## src/core/acd_defines.vh

```
// Constants for the arithmetic decoder: offsets, fields, opcodes, reset values.
`ifndef ACD_DEFINES_VH
`define ACD_DEFINES_VH

// ==================================================
// Register byte offsets on APB.
`define ACD_OFF_COND    12'h000
`define ACD_OFF_STAT    12'h004
`define ACD_OFF_MASK    12'h008
`define ACD_OFF_CTRL    12'h00c
`define ACD_OFF_RES     12'h010

// ==================================================
// Condition flag bit positions.
`define ACD_CF_POS      3
`define ACD_CF_ZERO     2
`define ACD_CF_NEG      1
`define ACD_CF_OVF      0

// ==================================================
// Event bits in status and mask.
`define ACD_EV_OVF      0
`define ACD_EV_DONE     1
`define ACD_EV_SKIP     2
`define ACD_EV_W        3

// ==================================================
// Opcodes.
`define ACD_OP12_RR     12'h010
`define ACD_OP_AOR      6'h34
`define ACD_OP_ARM      6'h26
`define ACD_OP_AEM      6'h27
`define ACD_OP_AAM      6'h28
`define ACD_OP_DVM      6'h2f
`define ACD_OP_DVO      6'h31

// ==================================================
// Register select codes.
`define ACD_R_NONE      3'h0
`define ACD_R_I         3'h1
`define ACD_R_J         3'h2
`define ACD_R_K         3'h3
`define ACD_R_E         3'h4
`define ACD_R_A         3'h5
`define ACD_R_T         3'h6

// ==================================================
// Reset values.
`define ACD_COND_RST    4'h0
`define ACD_MASK_RST    3'h0
`define ACD_CTRL_RST    1'h1

`endif

```

## src/core/acd_flags.v

```verilog
// Ripple adder with sign-bit carry tracking and condition flag evaluation.
`timescale 1ns/1ps
`default_nettype none
`include "acd_defines.vh"

module acd_flags (
	input  wire [23:0] opa,
	input  wire [23:0] opb,
	output wire [23:0] sum,
	output wire [3:0]  cond
);

	wire [24:0] carry;

	// ==================================================
	// Carry chain, one cell per bit.
	assign carry[0] = 1'b0;
	genvar i;
	generate
		for (i = 0; i < 24; i = i + 1) begin : g_bit
			assign sum[i]     = opa[i] ^ opb[i] ^ carry[i];
			assign carry[i+1] = (opa[i] & opb[i]) | (carry[i] & (opa[i] ^ opb[i]));
		end
	endgenerate

	// ==================================================
	// Flags over the whole 24-bit result, sign bit read as two's complement.
	assign cond[`ACD_CF_POS]  = ~sum[23] & (|sum);
	assign cond[`ACD_CF_ZERO] = ~(|sum);
	assign cond[`ACD_CF_NEG]  = sum[23];
	// Carry into the sign position differing from carry out means overflow.
	assign cond[`ACD_CF_OVF]  = carry[23] ^ carry[24];

endmodule
`default_nettype wire

```

## src/core/acd_core.v

```verilog
// Instruction word decoder and add-group executor with condition flags.
//
// Summary of operation
// - Whole instruction comes from one 24-bit word.
// - Recognise six or twelve bit opcodes, extended.
// - Memory format: opcode, indirect, index, 15-bit address.
// - Result goes to second operand, first kept.
// - Multiply, divide style ops skip that convention.
// - Every arithmetic op updates the condition register; here divide and other K_NONE words leave it unchanged.
// - Bit 3 set when result is positive.
// - Bit 2 set when result is zero.
// - Bit 1 set when result is negative.
// - Bit 0 set on sign carry mismatch.
// - Add immediate treats 15-bit operand unsigned.
//
// Chosen here: the APB slave port and the address map.
`timescale 1ns/1ps
`default_nettype none
`include "acd_defines.vh"

module acd_core (
	input  wire        clk,
	input  wire        nrst,
	input  wire        psel,
	input  wire        penable,
	input  wire        pwrite,
	input  wire [11:0] paddr,
	input  wire [31:0] pwdata,
	output reg  [31:0] prdata,
	output reg         pready,
	output reg         pslverr,
	input  wire        instr_valid,
	input  wire [23:0] instr_word,
	input  wire [23:0] instr_mem_data,
	output reg         instr_ready,
	output reg  [5:0]  dec_op6,
	output reg  [11:0] dec_op12,
	output reg         dec_op_long,
	output reg         dec_op_ext,
	output reg         dec_indirect,
	output reg  [1:0]  dec_index,
	output reg  [14:0] dec_addr,
	output reg  [2:0]  rf_rd_sel_a,
	output reg  [2:0]  rf_rd_sel_b,
	input  wire [23:0] rf_rd_data_a,
	input  wire [23:0] rf_rd_data_b,
	output reg         rf_wr_en,
	output reg  [2:0]  rf_wr_sel,
	output reg  [23:0] rf_wr_data,
	output reg         mem_wr_en,
	output reg  [23:0] mem_wr_data,
	output reg  [3:0]  cond_flags,
	output reg         irq
);

	// ==================================================
	// Local encodings.
	localparam [2:0] ST_IDLE = 3'b001;
	localparam [2:0] ST_READ = 3'b010;
	localparam [2:0] ST_EXEC = 3'b100;

	localparam [3:0] K_NONE = 4'b0001;
	localparam [3:0] K_RR   = 4'b0010;
	localparam [3:0] K_OPND = 4'b0100;
	localparam [3:0] K_RMEM = 4'b1000;

	// ==================================================
	// State.
	reg  [2:0]            state_r;
	reg  [3:0]            kind_r;
	reg  [3:0]            kind_nxt;
	reg  [23:0]           mem_r;
	reg  [23:0]           opa_r;
	reg  [23:0]           opb_r;
	reg  [2:0]            dst_r;
	reg  [2:0]            sel_a_nxt;
	reg  [2:0]            sel_b_nxt;
	reg  [`ACD_EV_W-1:0]  stat_r;
	reg  [`ACD_EV_W-1:0]  mask_r;
	reg                   enable_r;
	reg  [23:0]           result_r;
	reg  [`ACD_EV_W-1:0]  ev_set;
	wire [`ACD_EV_W-1:0]  ev_clr;
	wire [`ACD_EV_W-1:0]  stat_nxt;
	wire [23:0]           sum;
	wire [3:0]            cond;
	wire                  take;
	wire                  apb_setup;
	wire                  apb_wr;
	wire [5:0]            w_op6;
	wire [2:0]            r1_code;
	wire [2:0]            r2_code;

	// ==================================================
	// Adder and flag evaluation shared by every add form.
	acd_flags u_flags (
		.opa  (opa_r),
		.opb  (opb_r),
		.sum  (sum),
		.cond (cond)
	);

	// Maps a one-hot register field to a select code; not one-hot gives none.
	function [2:0] onehot_code;
		input [5:0] f;
		begin
			case (f)
				6'h01:   onehot_code = `ACD_R_I;
				6'h02:   onehot_code = `ACD_R_J;
				6'h04:   onehot_code = `ACD_R_K;
				6'h08:   onehot_code = `ACD_R_E;
				6'h10:   onehot_code = `ACD_R_A;
				6'h20:   onehot_code = `ACD_R_T;
				default: onehot_code = `ACD_R_NONE;
			endcase
		end
	endfunction

	// ==================================================
	// Field extraction straight from the presented word.
	assign take    = instr_valid & instr_ready;
	assign w_op6   = instr_word[23:18];
	assign r1_code = onehot_code(instr_word[11:6]);
	assign r2_code = onehot_code(instr_word[5:0]);

	// Classify the word and pick the register reads it needs: two for register to register, one for the other add forms, none for K_NONE.
	always @* begin
		kind_nxt  = K_NONE;
		sel_a_nxt = `ACD_R_NONE;
		sel_b_nxt = `ACD_R_NONE;
		if (instr_word[23:12] == `ACD_OP12_RR) begin
			// Twelve-bit opcode, register to register add.
			if (r1_code != `ACD_R_NONE && r2_code != `ACD_R_NONE) begin
				kind_nxt  = K_RR;
				sel_a_nxt = r1_code;
				sel_b_nxt = r2_code;
			end
		end else if (w_op6 == `ACD_OP_AOR) begin
			// Register code sits in the three bits after the opcode.
			if (instr_word[17:15] != `ACD_R_NONE && instr_word[17:15] != 3'h7) begin
				kind_nxt  = K_OPND;
				sel_b_nxt = instr_word[17:15];
			end
		end else if (w_op6 == `ACD_OP_ARM) begin
			// Index field names I, J or K as the addend.
			if (instr_word[16:15] != 2'h0) begin
				kind_nxt  = K_RMEM;
				sel_b_nxt = {1'b0, instr_word[16:15]};
			end
		end else if (w_op6 == `ACD_OP_AEM) begin
			kind_nxt  = K_RMEM;
			sel_b_nxt = `ACD_R_E;
		end else if (w_op6 == `ACD_OP_AAM) begin
			kind_nxt  = K_RMEM;
			sel_b_nxt = `ACD_R_A;
		end
		// Divide and anything else unknown stay K_NONE and place no result.
	end

	// ==================================================
	// Decode outputs, latched when a word is accepted.
	always @(posedge clk or negedge nrst) begin
		if (!nrst) begin
			dec_op6      <= 6'h00;
			dec_op12     <= 12'h000;
			dec_op_long  <= 1'b0;
			dec_op_ext   <= 1'b0;
			dec_indirect <= 1'b0;
			dec_index    <= 2'h0;
			dec_addr     <= 15'h0000;
			mem_r        <= 24'h000000;
		end else if (take) begin
			dec_op6      <= w_op6;
			dec_op12     <= instr_word[23:12];
			// A zero leading digit pair marks a twelve-bit opcode.
			dec_op_long  <= (w_op6 == 6'h00);
			// A zero twelve-bit code carries the opcode on into the next field.
			dec_op_ext   <= (instr_word[23:12] == 12'h000);
			dec_indirect <= instr_word[17];
			dec_index    <= instr_word[16:15];
			dec_addr     <= instr_word[14:0];
			mem_r        <= instr_mem_data;
		end
	end

	// ==================================================
	// Sequencer: accept, read operands, execute, then ready again.
	always @(posedge clk or negedge nrst) begin
		if (!nrst) begin
			state_r     <= ST_IDLE;
			kind_r      <= K_NONE;
			instr_ready <= 1'b0;
			rf_rd_sel_a <= `ACD_R_NONE;
			rf_rd_sel_b <= `ACD_R_NONE;
			dst_r       <= `ACD_R_NONE;
			opa_r       <= 24'h000000;
			opb_r       <= 24'h000000;
		end else begin
			case (state_r)
				ST_IDLE: begin
					instr_ready <= enable_r & ~take;
					if (take) begin
						kind_r      <= kind_nxt;
						rf_rd_sel_a <= sel_a_nxt;
						rf_rd_sel_b <= sel_b_nxt;
						dst_r       <= sel_b_nxt;
						state_r     <= ST_READ;
					end
				end
				ST_READ: begin
					// Register file answers in the cycle after the select.
					case (kind_r)
						K_RR: begin
							opa_r <= rf_rd_data_a;
							opb_r <= rf_rd_data_b;
						end
						K_OPND: begin
							opa_r <= {9'h000, dec_addr};
							opb_r <= rf_rd_data_b;
						end
						K_RMEM: begin
							opa_r <= rf_rd_data_b;
							opb_r <= mem_r;
						end
						default: begin
							opa_r <= 24'h000000;
							opb_r <= 24'h000000;
						end
					endcase
					state_r <= ST_EXEC;
				end
				ST_EXEC: begin
					state_r     <= ST_IDLE;
					instr_ready <= enable_r;
				end
				default: begin
					state_r     <= ST_IDLE;
					instr_ready <= 1'b0;
				end
			endcase
		end
	end

	// ==================================================
	// Result write-back and condition update in the execute cycle.
	always @(posedge clk or negedge nrst) begin
		if (!nrst) begin
			rf_wr_en    <= 1'b0;
			rf_wr_sel   <= `ACD_R_NONE;
			rf_wr_data  <= 24'h000000;
			mem_wr_en   <= 1'b0;
			mem_wr_data <= 24'h000000;
			cond_flags  <= `ACD_COND_RST;
			result_r    <= 24'h000000;
		end else begin
			rf_wr_en  <= 1'b0;
			mem_wr_en <= 1'b0;
			if (state_r == ST_EXEC && kind_r != K_NONE) begin
				cond_flags <= cond;
				result_r   <= sum;
				if (kind_r == K_RMEM) begin
					// Memory is the destination; the register is only read.
					mem_wr_en   <= 1'b1;
					mem_wr_data <= sum;
				end else begin
					// Same register named twice simply gets the doubled value.
					rf_wr_en   <= 1'b1;
					rf_wr_sel  <= dst_r;
					rf_wr_data <= sum;
				end
			end
			// Exempt kinds leave results and flags unchanged.
		end
	end

	// ==================================================
	// Events raised by execution.
	always @* begin
		ev_set = {`ACD_EV_W{1'b0}};
		if (state_r == ST_EXEC) begin
			ev_set[`ACD_EV_DONE] = 1'b1;
			ev_set[`ACD_EV_OVF]  = (kind_r != K_NONE) & cond[`ACD_CF_OVF];
			ev_set[`ACD_EV_SKIP] = (kind_r == K_NONE);
		end
	end

	// ==================================================
	// APB decode. The slave answers in the first access cycle.
	assign apb_setup = psel & ~penable;
	assign apb_wr    = psel & penable & pready & pwrite;
	assign ev_clr    = (apb_wr && paddr == `ACD_OFF_STAT) ? pwdata[`ACD_EV_W-1:0]
	                   : {`ACD_EV_W{1'b0}};
	// A new event wins over a clear landing in the same cycle.
	assign stat_nxt  = (stat_r & ~ev_clr) | ev_set;

	// Status, mask, control and interrupt line.
	always @(posedge clk or negedge nrst) begin
		if (!nrst) begin
			stat_r   <= {`ACD_EV_W{1'b0}};
			mask_r   <= `ACD_MASK_RST;
			enable_r <= `ACD_CTRL_RST;
			irq      <= 1'b0;
		end else begin
			stat_r <= stat_nxt;
			if (apb_wr && paddr == `ACD_OFF_MASK) begin
				mask_r <= pwdata[`ACD_EV_W-1:0];
			end
			// Clearing enable only stops new words; one in flight finishes.
			if (apb_wr && paddr == `ACD_OFF_CTRL) begin
				enable_r <= pwdata[0];
			end
			irq <= |(stat_nxt & mask_r);
		end
	end

	// Read data and ready are built at the setup edge so they are flops.
	always @(posedge clk or negedge nrst) begin
		if (!nrst) begin
			pready  <= 1'b0;
			pslverr <= 1'b0;
			prdata  <= 32'h00000000;
		end else begin
			pready  <= apb_setup;
			pslverr <= 1'b0;
			if (apb_setup) begin
				case (paddr)
					`ACD_OFF_COND: prdata <= {28'h0000000, cond_flags};
					`ACD_OFF_STAT: prdata <= {29'h00000000, stat_r};
					`ACD_OFF_MASK: prdata <= {29'h00000000, mask_r};
					`ACD_OFF_CTRL: prdata <= {31'h00000000, enable_r};
					`ACD_OFF_RES:  prdata <= {8'h00, result_r};
					default: begin
						prdata  <= 32'h00000000;
						pslverr <= 1'b1;
					end
				endcase
			end
		end
	end

endmodule
`default_nettype wire

```

## config.mk

```make
export PLATFORM = sky130hd
export DESIGN_NAME = acd_core
export DESIGN_NICKNAME = d
export VERILOG_FILES = /design/src/core/acd_flags.v /design/src/core/acd_core.v
export VERILOG_INCLUDE_DIRS = /design/src /design/src/core
export SDC_FILE = /design/constraint.sdc
export NUM_CORES = 1
export LEC_CHECK = 0
export CAP_MARGIN = 20
export CELL_PAD_IN_SITES_DETAIL_PLACEMENT = 1
export CELL_PAD_IN_SITES_GLOBAL_PLACEMENT = 2
export CORE_MARGIN = 2
export CORE_UTILIZATION = 36
export CTS_BUF_LIST = sky130_fd_sc_hd__clkbuf_16
export CTS_CLUSTER_DIAMETER = 30
export DETAILED_ROUTE_END_ITERATION = 16
export DONT_BUFFER_PORTS = 1
export PLACE_DENSITY = 0.85
export SLEW_MARGIN = 20
export SYNTH_ARGS = -nofsm -noshare
export SYNTH_HDL_FRONTEND = slang
export SYNTH_SLANG_ARGS = --single-unit
```

## constraint.sdc

```tcl
create_clock -name clk -period 10.55 [get_ports clk]
set_input_delay 0.5275 -clock clk [delete_from_list [all_inputs] [get_ports clk]]
set_output_delay 0.5275 -clock clk [all_outputs]
set_load 0.005 [all_outputs]
```

**Word-level counts from Yosys, hierarchy flattened**

Cells that the tools add are included.
W data, S select, Z words.

- Memory bits (writable): 0
- Logic and storage cells: 249
- Memories: 0
- ROM bits: 0
- Register bits after elaboration: 247
- Latch bits: 0

- Divide/modulo/power cells: 0
- Reductions and logical operators: 20
- Magnitude comparators: 0
- Bitwise gates (word level): 135
- Shift operators: 0
- Add/subtract/negate cells: 0
- Equal/unequal tests: 31
- Multiply operators: 0
- Mux-type cells: 34

Operators by type and width:

| kind | number |
|---|---|
| $pmux W24 S5 | 1 |
| $pmux W24 S3 | 1 |
| $and A1 B1 Y1 | 55 |
| $pmux W24 S2 | 1 |
| $xor A1 B1 Y1 | 48 |
| $mux W3 | 13 |
| $eq A6 B6 Y1 const B | 6 |
| $pmux W3 S6 | 2 |
| $eq A12 B4 Y1 const B | 2 |
| $eq A12 B5 Y1 const B | 2 |
| $logic_not A12 Y1 | 2 |
| $mux W4 | 6 |
| $reduce_or A24 Y1 | 1 |
| $or A1 B1 Y1 | 23 |
| $eq A12 B3 Y1 const B | 1 |
| $eq A6 B1 Y1 const B | 2 |
| $eq A6 B2 Y1 const B | 2 |
| $eq A6 B3 Y1 const B | 2 |
| $eq A6 B4 Y1 const B | 2 |
| $eq A6 B5 Y1 const B | 2 |
| $reduce_bool A3 Y1 | 3 |
| $and A3 B3 Y3 | 2 |
| $logic_and A1 B1 Y1 | 6 |
| $logic_not A6 Y1 | 1 |
| 22 further kinds | 34 |

**Depth between registers and ports, before layout**

Gate-level depths: netlist (run 1).

- Depth after elaboration: 53
- Mapped depth: 29

**Cells and area by module**

Synthesis (run 1) repeated with hierarchy kept, for this count alone.

- Cells, all modules: 813
- Area, all modules: 10232.3 sq um

By module, submodules not included:

| module | area each (sq um) | cells each | sequential area each (sq um) | times used |
|---|---|---|---|---|
| acd_core | 9654.3 | 772 | 5684.2 | 1 |
| acd_flags | 578.1 | 41 | 0.0 | 1 |

**Worst setup path before layout (run 1)**

OpenSTA, ideal clock, no wires.

- Path kind: reg2reg
- Start: reg opa_r[0]
- End: reg cond_flags[2]
- Arrival: 9.966 ns
- Stages on the path, launching flop included: 30
- Setup slack: 0.459 ns
- Setup time: 0.125 ns
- Data required time: 10.425 ns
- Cells stage by stage: dfrtp_1 > ha_1 > fa_1 > fa_1 > fa_1 > fa_1 > fa_1 > fa_1 > fa_1 > fa_1 > fa_1 > fa_1 > fa_1 > fa_1 > fa_1 > fa_1 > fa_1 > fa_1 > fa_1 > fa_1 > fa_1 > fa_1 > fa_1 > fa_1 > inv_1 > fa_1 > nor4b_1 > nand4_1 > nor2_1 > mux2_2

- Longest elaborated chain between the ends: 48

Ends and longest elaborated chain:

| item | line | source |
|---|---|---|
| from (decl) | acd_core.v:73 | `reg [23:0] opa_r;` |
| from (signal assigned) | acd_core.v:214 | `opa_r <= rf_rd_data_a;` |
| from (signal assigned) | acd_core.v:218 | `opa_r <= {9'h000, dec_addr};` |
| from (signal assigned) | acd_core.v:222 | `opa_r <= rf_rd_data_b;` |
| $and A1 B1 Y1 (2 in series) | acd_flags.v:22 | `assign carry[i+1] = (opa[i] & opb[i]) \| (carry[i] & (opa[i] ^ opb[i]));` |
| $or A1 B1 Y1 | acd_flags.v:22 |  |
| $and A1 B1 Y1 | acd_flags.v:22 |  |
| $or A1 B1 Y1 | acd_flags.v:22 |  |
| $and A1 B1 Y1 | acd_flags.v:22 |  |
| $or A1 B1 Y1 | acd_flags.v:22 |  |
| $and A1 B1 Y1 | acd_flags.v:22 |  |
| $or A1 B1 Y1 | acd_flags.v:22 |  |
| (+31 left out) | n/a |  |
| $or A1 B1 Y1 | acd_flags.v:22 |  |
| $and A1 B1 Y1 | acd_flags.v:22 |  |
| $or A1 B1 Y1 | acd_flags.v:22 |  |
| $and A1 B1 Y1 | acd_flags.v:22 |  |
| $or A1 B1 Y1 | acd_flags.v:22 |  |
| $xor A1 B1 Y1 | acd_flags.v:21 | `assign sum[i] = opa[i] ^ opb[i] ^ carry[i];` |
| $reduce_or A24 Y1 (*) | acd_flags.v:29 | `` assign cond[`ACD_CF_ZERO] = ~(\|sum); `` |
| $not A1 Y1 (*) | acd_flags.v:29 |  |
| to (signal assigned) | acd_core.v:253 | `` cond_flags <= `ACD_COND_RST; `` |
| to (signal assigned) | acd_core.v:259 | `cond_flags <= cond;` |
| to (decl) | acd_core.v:52 | `output reg [3:0] cond_flags,` |

Every way passes the cells marked *; elsewhere a longest branch is shown, timed or not.
A chain may end at the register's enable or synchronous reset.

**Worst setup path after layout (run 1)**

Ends and elaborated chain as after synthesis.

==> metrics.csv, run 1 <==
metric;value;unit
crit_fanout;2;
crit_path_end_kind;flip-flop;
cts_setup_buffers;0;
max_freq;0.0973;GHz
reg2regPathDepth;29;
crit_top_cell;fa_1;
cts_tree;built;
relSlewSlack;0.294;
synth_edf_count;0;
grt_pass1_vias;7874;
ant_nets;0;
placed_area;10300;um^2
clock_latency;0.55;ns
hold_depth;1;
nets;1060;
dp_hpwl;20600;um
fin_crit_sh;0.975;
syn_inst;880;
timing_hold_violations_final;0;
crit_path_start;opa_r[0];
grt.overflow.total;0;
min_from;instr_word[16];
antenna_found_initial;3;
ctsRootBufferMaster;clkbuf_16;
vdd.ir_drop.worst;0.119;mV
syn_area;10100;um^2
dp_slack;-0.113;ns
die_area;29500;um^2
core_area;27800;um^2
rows;61;
clk_pin_slew;0.05;ns
tightest_slew;1.06;ns
pin_count;283;
worst_ep_arrival_time;10.71;ns
synth_area_leaders;dfrtp_1 (55%), mux2_2 (9.2%), nand2_1 (5.7%), fa_1 (4.5%), a221oi_1 (3.0%);
cts_htree_levels;2;
crit_path_top_delay_cell;fa_1;
grt_pass1_wl;45700;um
setup_slack;0.268;ns
wl;29800;um
ff2ff_setup_slack;0.27;ns
synth-warning-count;0;
drv_slew;0;
setup_viol;0;
grt_util_all_layers;0.203;
die_h;172;um
gp_congestion;0.831;
crit_required;10.98;ns
fin_skew;0.0165;ns
syn_area_per_cell;11.5;um^2
cpPeakStageDelay;0.43;ns
start_util;0.365;
fillers;2946;
hold_class;primary input to flip-flop;
die_w;172;um
mostFrequentLayoutCell;dfrtp_1;
synth.largest_area_cell;dfrtp_1;
synthDistinctLibCells;68;
grt_max_degree;227;
synth_top_flop_cell;dfrtp_1;
hold_end;dec_op_ext;
netlist.area_leader.share;0.550;
io_buffers;0;
cp-start-kind;flip-flop;
worstReg2RegEnd;cond_flags[2];
drc;0;
viasPerCell;5.41;
maxCapViolations;0;
numCtsBuffers;59;
drtIter0Drc;330;
area_growth_syn_to_layout;22.4;%
vias;7120;
path_class;flip-flop to flip-flop;
final_area;12400;um^2
wl_per_cell;22.6;um
cts_max_path_buffers;3;
r2r-start;opa_r[0];
clock-sinks;226;
n_antenna_cell;0;
seq_area_frac_synth;0.558;
min_period;10.28;ns
cellPowerDensity;223;nW/um^2
ys_ff_latch;226;
drive_gt1_frac;0.235;
first_pass_iters;5;
async_reset_ff_frac;1.00;
status;completed;
p_leak;5.87;nW
layout_common_cells;dfrtp_1 (223), nand2_1 (152), mux2_2 (83), nor2_1 (77), clkbuf_16 (61);
worst max path at each step:
stage	endpoint	slack [ns]
final	cond_flags[2]	0.27
after global routing	cond_flags[2]	-0.02
after CTS	cond_flags[2]	0.004
after detailed placement	cond_flags[2]	-0.11
after global placement	cond_flags[2]	0.03
after floorplan	cond_flags[2]	0.46
worst max-delay path: cells and delay by family, from the launching register on:
family / cells / cell delay (ns)
fa+ha+maj: 24 / 9.12
flops: 1 / 0.38
simple gates: 3 / 0.34
mux: 1 / 0.26
buf+inv: 1 / 0.07
cell families after synthesis:
kind of cell,after synthesis,share of synthesized area
xor+xnor,8,0.00691
buf+inv,84,0.0431
flops,226,0.558
fa+ha+maj,24,0.0466
mux,105,0.116
simple gates,312,0.141
compound gates,120,0.0880
other cells,1,0.000370
synth_stat cells, types with 4 or more instances:
library cell / count
nand4_1: 5
nand3_1: 26
buf_4: 24
inv_1: 11
buf_2: 13
a222oi_1: 15
a221oi_1: 35
dfrtp_1: 223
o21ai_0: 27
nand2_1: 153
xor2_1: 6
nor4_1: 5
a21oi_1: 6
o21ai_1: 10
o211ai_1: 5
buf_1: 8
clkbuf_1: 24
mux2_1: 18
nor2_1: 77
mux2_2: 83
nor3_1: 13
fa_1: 23
mux2i_1: 4
per-layer routing:
| metal | vias up | part of all wire | wire length, um | track usage |
|---|---|---|---|---|
| li1 | 3118 | - | - | - |
| met1 | 3682 | 0.40 | 11800 | 0.242 |
| met2 | 250 | 0.49 | 14500 | 0.336 |
| met3 | 64 | 0.090 | 2690 | 0.0755 |
| met4 | 6 | 0.028 | 822 | 0.0756 |
| met5 | - | 0.0014 | 41 | 0 |
final cells by class:
type	instances	area [um^2]	area share
Tap cell	378	473	0.0381
Clock buffer	61	1530	0.123
Inverter	13	48.8	0.00393
Multi-Input combinational cell	577	4120	0.332
Sequential cell	226	5660	0.456
Timing Repair Buffer	13	160	0.0129
Clock inverter	48	425	0.0343
registers in the layout, summed over array words and instances (netlist names), 4 cells and up:
register,count
cond_flags,4
dec_addr,12
dec_op12,6
dec_op6,6
kind_r,4
mem_r,24
mem_wr_data,24
opa_r,24
opb_r,24
prdata,24
result_r,23
rf_wr_data,24
timing repair:
| action | CTS | global route |
|---|---|---|
| endpoints found under the setup margin | 1 | 4 |
| gates resized for setup | 2 | 5 |
| hold buffers | 1 | 1 |
| hold endpoints to repair | 226 | 82 |
metrics by stage:
step                      total power (W)  instances  setup TNS, ns  hold slack (ns)   util
after floorplan                   0.00100        887              0            0.232      -
after global placement            0.00104       1203              0            0.241  0.372
after detailed placement          0.00105       1203         -0.113            0.238  0.372
after CTS                         0.00281       1313              0           0.0657  0.444
after global routing              0.00288       1316        -0.0209           0.0751  0.447
final                             0.00277       1316              0           0.0960  0.447
power breakdown:
group          switching (W)  leakage [nW]  total (W)  internal, W
clock               0.000516         0.985    0.00172      0.00120
sequential         0.0000240          3.00   0.000920     0.000896
combinational      0.0000847          1.89   0.000136    0.0000515
total               0.000625          5.87    0.00277      0.00215
(Power assumes the default switching activity.)
==> run 2, diff against run 1 <==
--- a/config.mk
+++ b/config.mk
@@ -10,7 +10,7 @@
 export CELL_PAD_IN_SITES_DETAIL_PLACEMENT = 1
 export CELL_PAD_IN_SITES_GLOBAL_PLACEMENT = 2
 export CORE_MARGIN = 2
-export CORE_UTILIZATION = 36
+export CORE_UTILIZATION = 37
 export CTS_BUF_LIST = sky130_fd_sc_hd__clkbuf_16
 export CTS_CLUSTER_DIAMETER = 30
 export DETAILED_ROUTE_END_ITERATION = 16
@@ -19,4 +19,5 @@
 export SLEW_MARGIN = 20
 export SYNTH_ARGS = -nofsm -noshare
 export SYNTH_HDL_FRONTEND = slang
+export SYNTH_HIERARCHICAL = 1
 export SYNTH_SLANG_ARGS = --single-unit
==> run 2 against run 1 <==
Die area fell by 1.8%. Setup slack better by 0.080 ns. Critical path depth grew 1. First-iteration DRC count shrank 18%. Largest power group unchanged.
==> metrics.csv, run 2 <==
metric;value;unit
status;completed;
worst_ep_arrival_time;10.63;ns
n_antenna_cell;0;
synth_commonest_cells;dfrtp_1 (224), mux2_2 (110), nor2_1 (82);
ys_ff_latch;227;
cts_max_path_buffers;3;
hold_depth;1;
async_reset_ff_frac;1.00;
top_layer;met5;
cts_htree_levels;2;
relSlewSlack;0.390;
maxCapViolations;0;
post-synth-top-count-cell;dfrtp_1;
p_leak;5.87;nW
fin_skew;0.0246;ns
tightest_slew;0.911;ns
finalPower;0.00251;W
vdd.ir_drop.worst;0.126;mV
hold_class;primary input to flip-flop;
start_util;0.379;
vias;6734;
die_w;170;um
reg2regPathDepth;30;
cpLargestDelayFamily;adder cells;
gp_congestion;0.797;
cts_tree;built;
mostFrequentLayoutCell;dfrtp_1;
drv_slew;0;
timing_hold_violations_final;0;
stdcell_count;1206;
cp-start-kind;flip-flop;
synth_area_leaders;dfrtp_1 (55%), mux2_2 (12%), fa_1 (4.5%), nor2_1 (3.0%), a221oi_1 (2.8%);
syn_area;10200;um^2
netlist.area_leader.share;0.548;
clk_pin_slew;0.04;ns
regArea;5680;um^2
drtIter0Drc;272;
clock-sinks;227;
synthDistinctLibCells;64;
seq_area_frac_synth;0.556;
multiInputGateArea;4180;um^2
cellPowerDensity;204;nW/um^2
core_area;27000;um^2
fin_crit_sh;0.967;
synth_edf_count;0;
crit_top_cell;fa_1;
grt_util_all_layers;0.199;
synth.largest_area_cell;dfrtp_1;
first_pass_iters;5;
drc;0;
nets;991;
placed_area;10400;um^2
die_h;170;um
synth_top_flop_cell;dfrtp_1;
area_growth_syn_to_layout;20.3;%
max_freq;0.0980;GHz
layout_common_cells;dfrtp_1 (224), mux2_2 (110), nor2_1 (82), clkbuf_16 (56), nand2_1 (47);
crit_fanout;2;
r2r-start;opa_r[0];
grt_max_degree;228;
dp_hpwl;19700;um
crit_required;10.98;ns
synth-warning-count;6;
pin_count;283;
setup_viol;0;
io_buffers;0;
clock_latency;0.55;ns
drt-met1-wl;11500;um
wl_met3;2660;um
min_from;paddr[2];
antenna_found_initial;3;
cts_setup_buffers;0;
route.met2.wl;13900;um
wl;28700;um
ant_nets;0;
worstReg2RegEnd;cond_flags[3];
fillers;2750;
grt.overflow.total;0;
viasPerCell;5.58;
grt_pass1_vias;7487;
worst-path-buf-inv;2;
crit_path_end_kind;flip-flop;
path_class;flip-flop to flip-flop;
numCtsBuffers;55;
die_area;29000;um^2
syn_area_per_cell;12.6;um^2
drive_gt1_frac;0.290;
syn_inst;813;
placedCellCount;1102;
hold_end;prdata[3];
wl_per_cell;23.8;um
ff2ff_setup_slack;0.35;ns
final_area;12300;um^2
crit_path_top_delay_cell;fa_1;
grt_pass1_wl;44100;um
rows;60;
ctsRootBufferMaster;clkbuf_16;
cpPeakStageDelay;0.46;ns
min_period;10.20;ns
==> run 2: worst max path at each step <==
stage          slack, ns       endpoint  cells after the start     start
3_5_place_dp       -0.23  cond_flags[3]                     30  opa_r[0]
5_1_grt           -0.005  cond_flags[3]                     30  opa_r[0]
4_1_cts             0.03  cond_flags[3]                     30  opa_r[0]
3_3_place_gp       -0.11  cond_flags[3]                     30  opa_r[0]
2_1_floorplan       0.38  cond_flags[3]                     30  opa_r[0]
6_report            0.35  cond_flags[3]                     30  opa_r[0]
==> run 2: cell families after synthesis <==
logic type,count (synthesis),share of synthesized area
and+or+nand+nor,188,0.0867
buffers and inverters,89,0.0440
muxes,134,0.154
other,1,0.000366
AOI/OAI and AO/OA,142,0.107
DFF,227,0.556
adders and majority gates,24,0.0462
xor gates and xnor gates,8,0.00685
==> run 2: power breakdown <==
group          internal (W)  total (W)  switching [W]
logic            0.00000960  0.0000351      0.0000255
registers          0.000875   0.000875    0.000000767
clock network       0.00110    0.00160       0.000499
==> run 2: metal layers <==
layer | vias to the layer above | track usage
li1 | 2949 | -
met1 | 3466 | 0.242
met2 | 259 | 0.329
met3 | 56 | 0.0744
met4 | 4 | 0.0602
met5 | - | 0
==> run 2: area by class of cell <==
class | count | area share
flip-flops and latches | 227 | 0.462
multi-input cells | 504 | 0.340
clock buffers | 56 | 0.114
well taps | 341 | 0.0347
clock inverters | 45 | 0.0317
repair buffers | 16 | 0.0132
inverters | 17 | 0.00518
==> run 2: worst register-to-register path, delay by kind of cell (launching register included) <==
family | cells | cell delay [ns]
AOI/OAI and AO/OA | 1 | 0.22
adders and majority gates | 24 | 8.80
buffers and inverters | 2 | 0.13
DFF | 1 | 0.38
muxes | 1 | 0.25
and+or+nand+nor | 2 | 0.33
==> run 2: timing repair <==
action                                 in CTS  in global routing
gates resized for setup                     5                  5
setup endpoints to repair                   2                  2
hold buffers                                1                  1
pin swaps                                   0                  1
endpoints found under the hold margin     227                 90
==> run 2: stage by stage <==
| stage | worst slack (ns) | util | hold slack (ns) | TNS [ns] |
|---|---|---|---|---|
| detailed placement | -0.227 | 0.386 | 0.238 | -0.227 |
| floorplan | 0.380 | - | 0.232 | 0 |
| CTS | 0.0325 | 0.454 | 0.0615 | 0 |
| finish | 0.349 | 0.456 | 0.0776 | 0 |
| global placement | -0.111 | 0.386 | 0.238 | -0.111 |
| global route | -0.00527 | 0.456 | 0.0586 | -0.00527 |
==> run 3, diff against run 2 <==
==> constraint.sdc (replaced) <==
create_clock -name clk -period 8.35 [get_ports clk]
set_input_delay 0.4175 -clock clk [delete_from_list [all_inputs] [get_ports clk]]
set_output_delay 0.4175 -clock clk [all_outputs]
set_load 0.005 [all_outputs]
==> run 3 against run 2 <==
The flow now finishes with violations (setup timing). Power rose by 29%. Global-route usage up 0.45 points. Critical path depth did not move. Routed wire length is 2.4% higher. Flip-flop and latch count stayed put. Fmax rose by 5.6%. Combinational power rose by 36%. Critical endpoint unchanged. Largest power group unchanged. Highest routed layer unchanged.
==> metrics.csv, run 3 (synthesized netlist as in run 2, its figures left out) <==
metric;value;unit
top_layer;met5;
cts_tree;built;
worstReg2RegEnd;cond_flags[3];
p_int;0.00252;W
whs;0.0176;ns
mostFrequentLayoutCell;dfrtp_1;
reg2regPathDepth;30;
cellPowerDensity;255;nW/um^2
hold_class;primary input to flip-flop;
cpPeakStageDelay;0.46;ns
drive_gt1_frac;0.321;
clock_latency;0.56;ns
setup_viol;15;
crit_fanout;2;
grt_pass1_wl;45200;um
swShare;0.218;
wl_met3;2590;um
setup_slack;-1.31;ns
drc;0;
vias;6818;
layout_common_cells;dfrtp_1 (224), mux2_2 (104), nor2_1 (81), clkbuf_16 (56), nand2_1 (47);
core_area;27000;um^2
crit_required;8.78;ns
min_from;instr_mem_data[20];
grt.overflow.total;0;
ff2ff_setup_slack;-1.31;ns
clock-sinks;227;
violations;setup timing;
drt-met1-wl;11700;um
antenna_found_initial;3;
nets;1010;
seqPwrFrac;0.343;
ctsRootBufferMaster;clkbuf_16;
gp_congestion;0.805;
worst_ep_arrival_time;10.09;ns
cts_htree_levels;2;
rsz0062_at_grt;true;
wl_per_cell;23.9;um
hold_depth;1;
crit_path_end_kind;flip-flop;
fin_crit_sh;1.16;
cp-start-kind;flip-flop;
cts_max_path_buffers;3;
hold_end;mem_r[20];
clkPwrFrac;0.642;
relSlewSlack;0.508;
ant_nets;0;
grt_max_degree;228;
crit_top_cell;fa_2;
min_period;9.66;ns
viasPerCell;5.54;
clk_pin_slew;0.05;ns
route.met2.wl;14700;um
drv_slew;0;
r2r-start;opa_r[0];
tightest_slew;0.737;ns
grt_util_all_layers;0.204;
die_h;170;um
crit_path_top_delay_cell;fa_2;
die_w;170;um
numCtsBuffers;56;
path_class;flip-flop to flip-flop;
area_growth_syn_to_layout;23.5;%
finalPower;0.00322;W
max_freq;0.104;GHz
fillers;2721;
die_area;29000;um^2
p_sw;0.000704;W
io_buffers;0;
start_util;0.379;
grt_pass1_vias;7781;
first_pass_iters;7;
pin_count;283;
dp_hpwl;19800;um
combPwrFrac;0.015;
fin_skew;0.0210;ns
timing_hold_violations_final;0;
wl;29400;um
vdd.ir_drop.worst;0.140;mV
status;finished with violations;
maxCapViolations;0;
drtIter0Drc;336;
rows;60;
p_leak;5.95;nW
-- run 3: changes by cell type in the layout (fill, tap and decap cells not counted), moves of 3 or more --
cell           delta
clkinv_1          -3
mux2_4            +6
clkinvlp_4       +10
buf_4             +6
buf_6             +3
mux2_2            -6
fa_1             -13
dlygate4sd3_1     +9
fa_2             +13
clkinv_2          -4
-- run 3: worst max path at each step --
stage                  start             to  slack (ns)  cells past startpoint
CTS                 opa_r[0]  cond_flags[3]       -1.30                     30
floorplan           opa_r[0]  cond_flags[3]       -0.90                     30
detailed placement  opa_r[0]  cond_flags[3]       -1.34                     30
global route        opa_r[0]  cond_flags[3]       -1.55                     30
finish              opa_r[0]  cond_flags[3]       -1.31                     30
global placement    opa_r[0]  cond_flags[3]       -1.23                     30
-- run 3: what timing repair did --
item,CTS,global route
hold buffers,9,2
gates cloned,0,0
buffers inserted,3,6
endpoints found under the hold margin,236,96
gates resized for setup,4,14
setup endpoints to repair,15,15
pin swaps,1,5
-- run 3: metal layers --
| metal | GRT usage | vias to the layer above |
|---|---|---|
| met1 | 0.241 | 3529 |
| met2 | 0.345 | 249 |
| met4 | 0.0546 | 2 |
| met3 | 0.0786 | 39 |
| li1 | - | 2999 |
| met5 | 0 | - |
-- run 3: stage by stage --
step                TNS [ns]  cell area (um^2)  utilization  instances  setup WS (ns)
floorplan              -5.18             10300            -        820         -0.902
global placement       -9.35             10500        0.389       1106          -1.23
detailed placement    -10.80             10500        0.389       1106          -1.34
CTS                   -11.04             12500        0.463       1223          -1.30
global route          -14.83             12600        0.467       1229          -1.55
finish                -11.81             12600        0.467       1230          -1.31
-- run 3: final cells by class --
cell class                      count  area [um^2]  area share
Timing Repair Buffer               34          332      0.0262
Clock buffer                       56         1400       0.111
Tap cell                          341          427      0.0338
Multi-Input combinational cell    504         4270       0.338
Sequential cell                   227         5680       0.450
Clock inverter                     49          449      0.0356
Inverter                           17         63.8     0.00505
Antenna cell                        2         5.00    0.000396
-- run 3: critical path, delay by kind of cell, from the launching register on --
| kind | cells | cell delay, ns |
|---|---|---|
| fa+ha+maj | 24 | 8.28 |
| mux | 1 | 0.26 |
| flops | 1 | 0.38 |
| buf+inv | 2 | 0.10 |
| simple gates | 2 | 0.28 |
| compound gates | 1 | 0.24 |
-- run 3: power by group through the flow --
stage / registers, W / clock network (W) / logic [W]
6_report: 0.00111 / 0.00207 / 0.0000478
5_1_grt: 0.00111 / 0.00218 / 0.0000552
4_1_cts: 0.00111 / 0.00211 / 0.0000469
3_5_place_dp: 0.00112 / 0 / 0.0000202
3_3_place_gp: 0.00112 / 0 / 0.0000194
2_1_floorplan: 0.00112 / 0 / 0.0000251
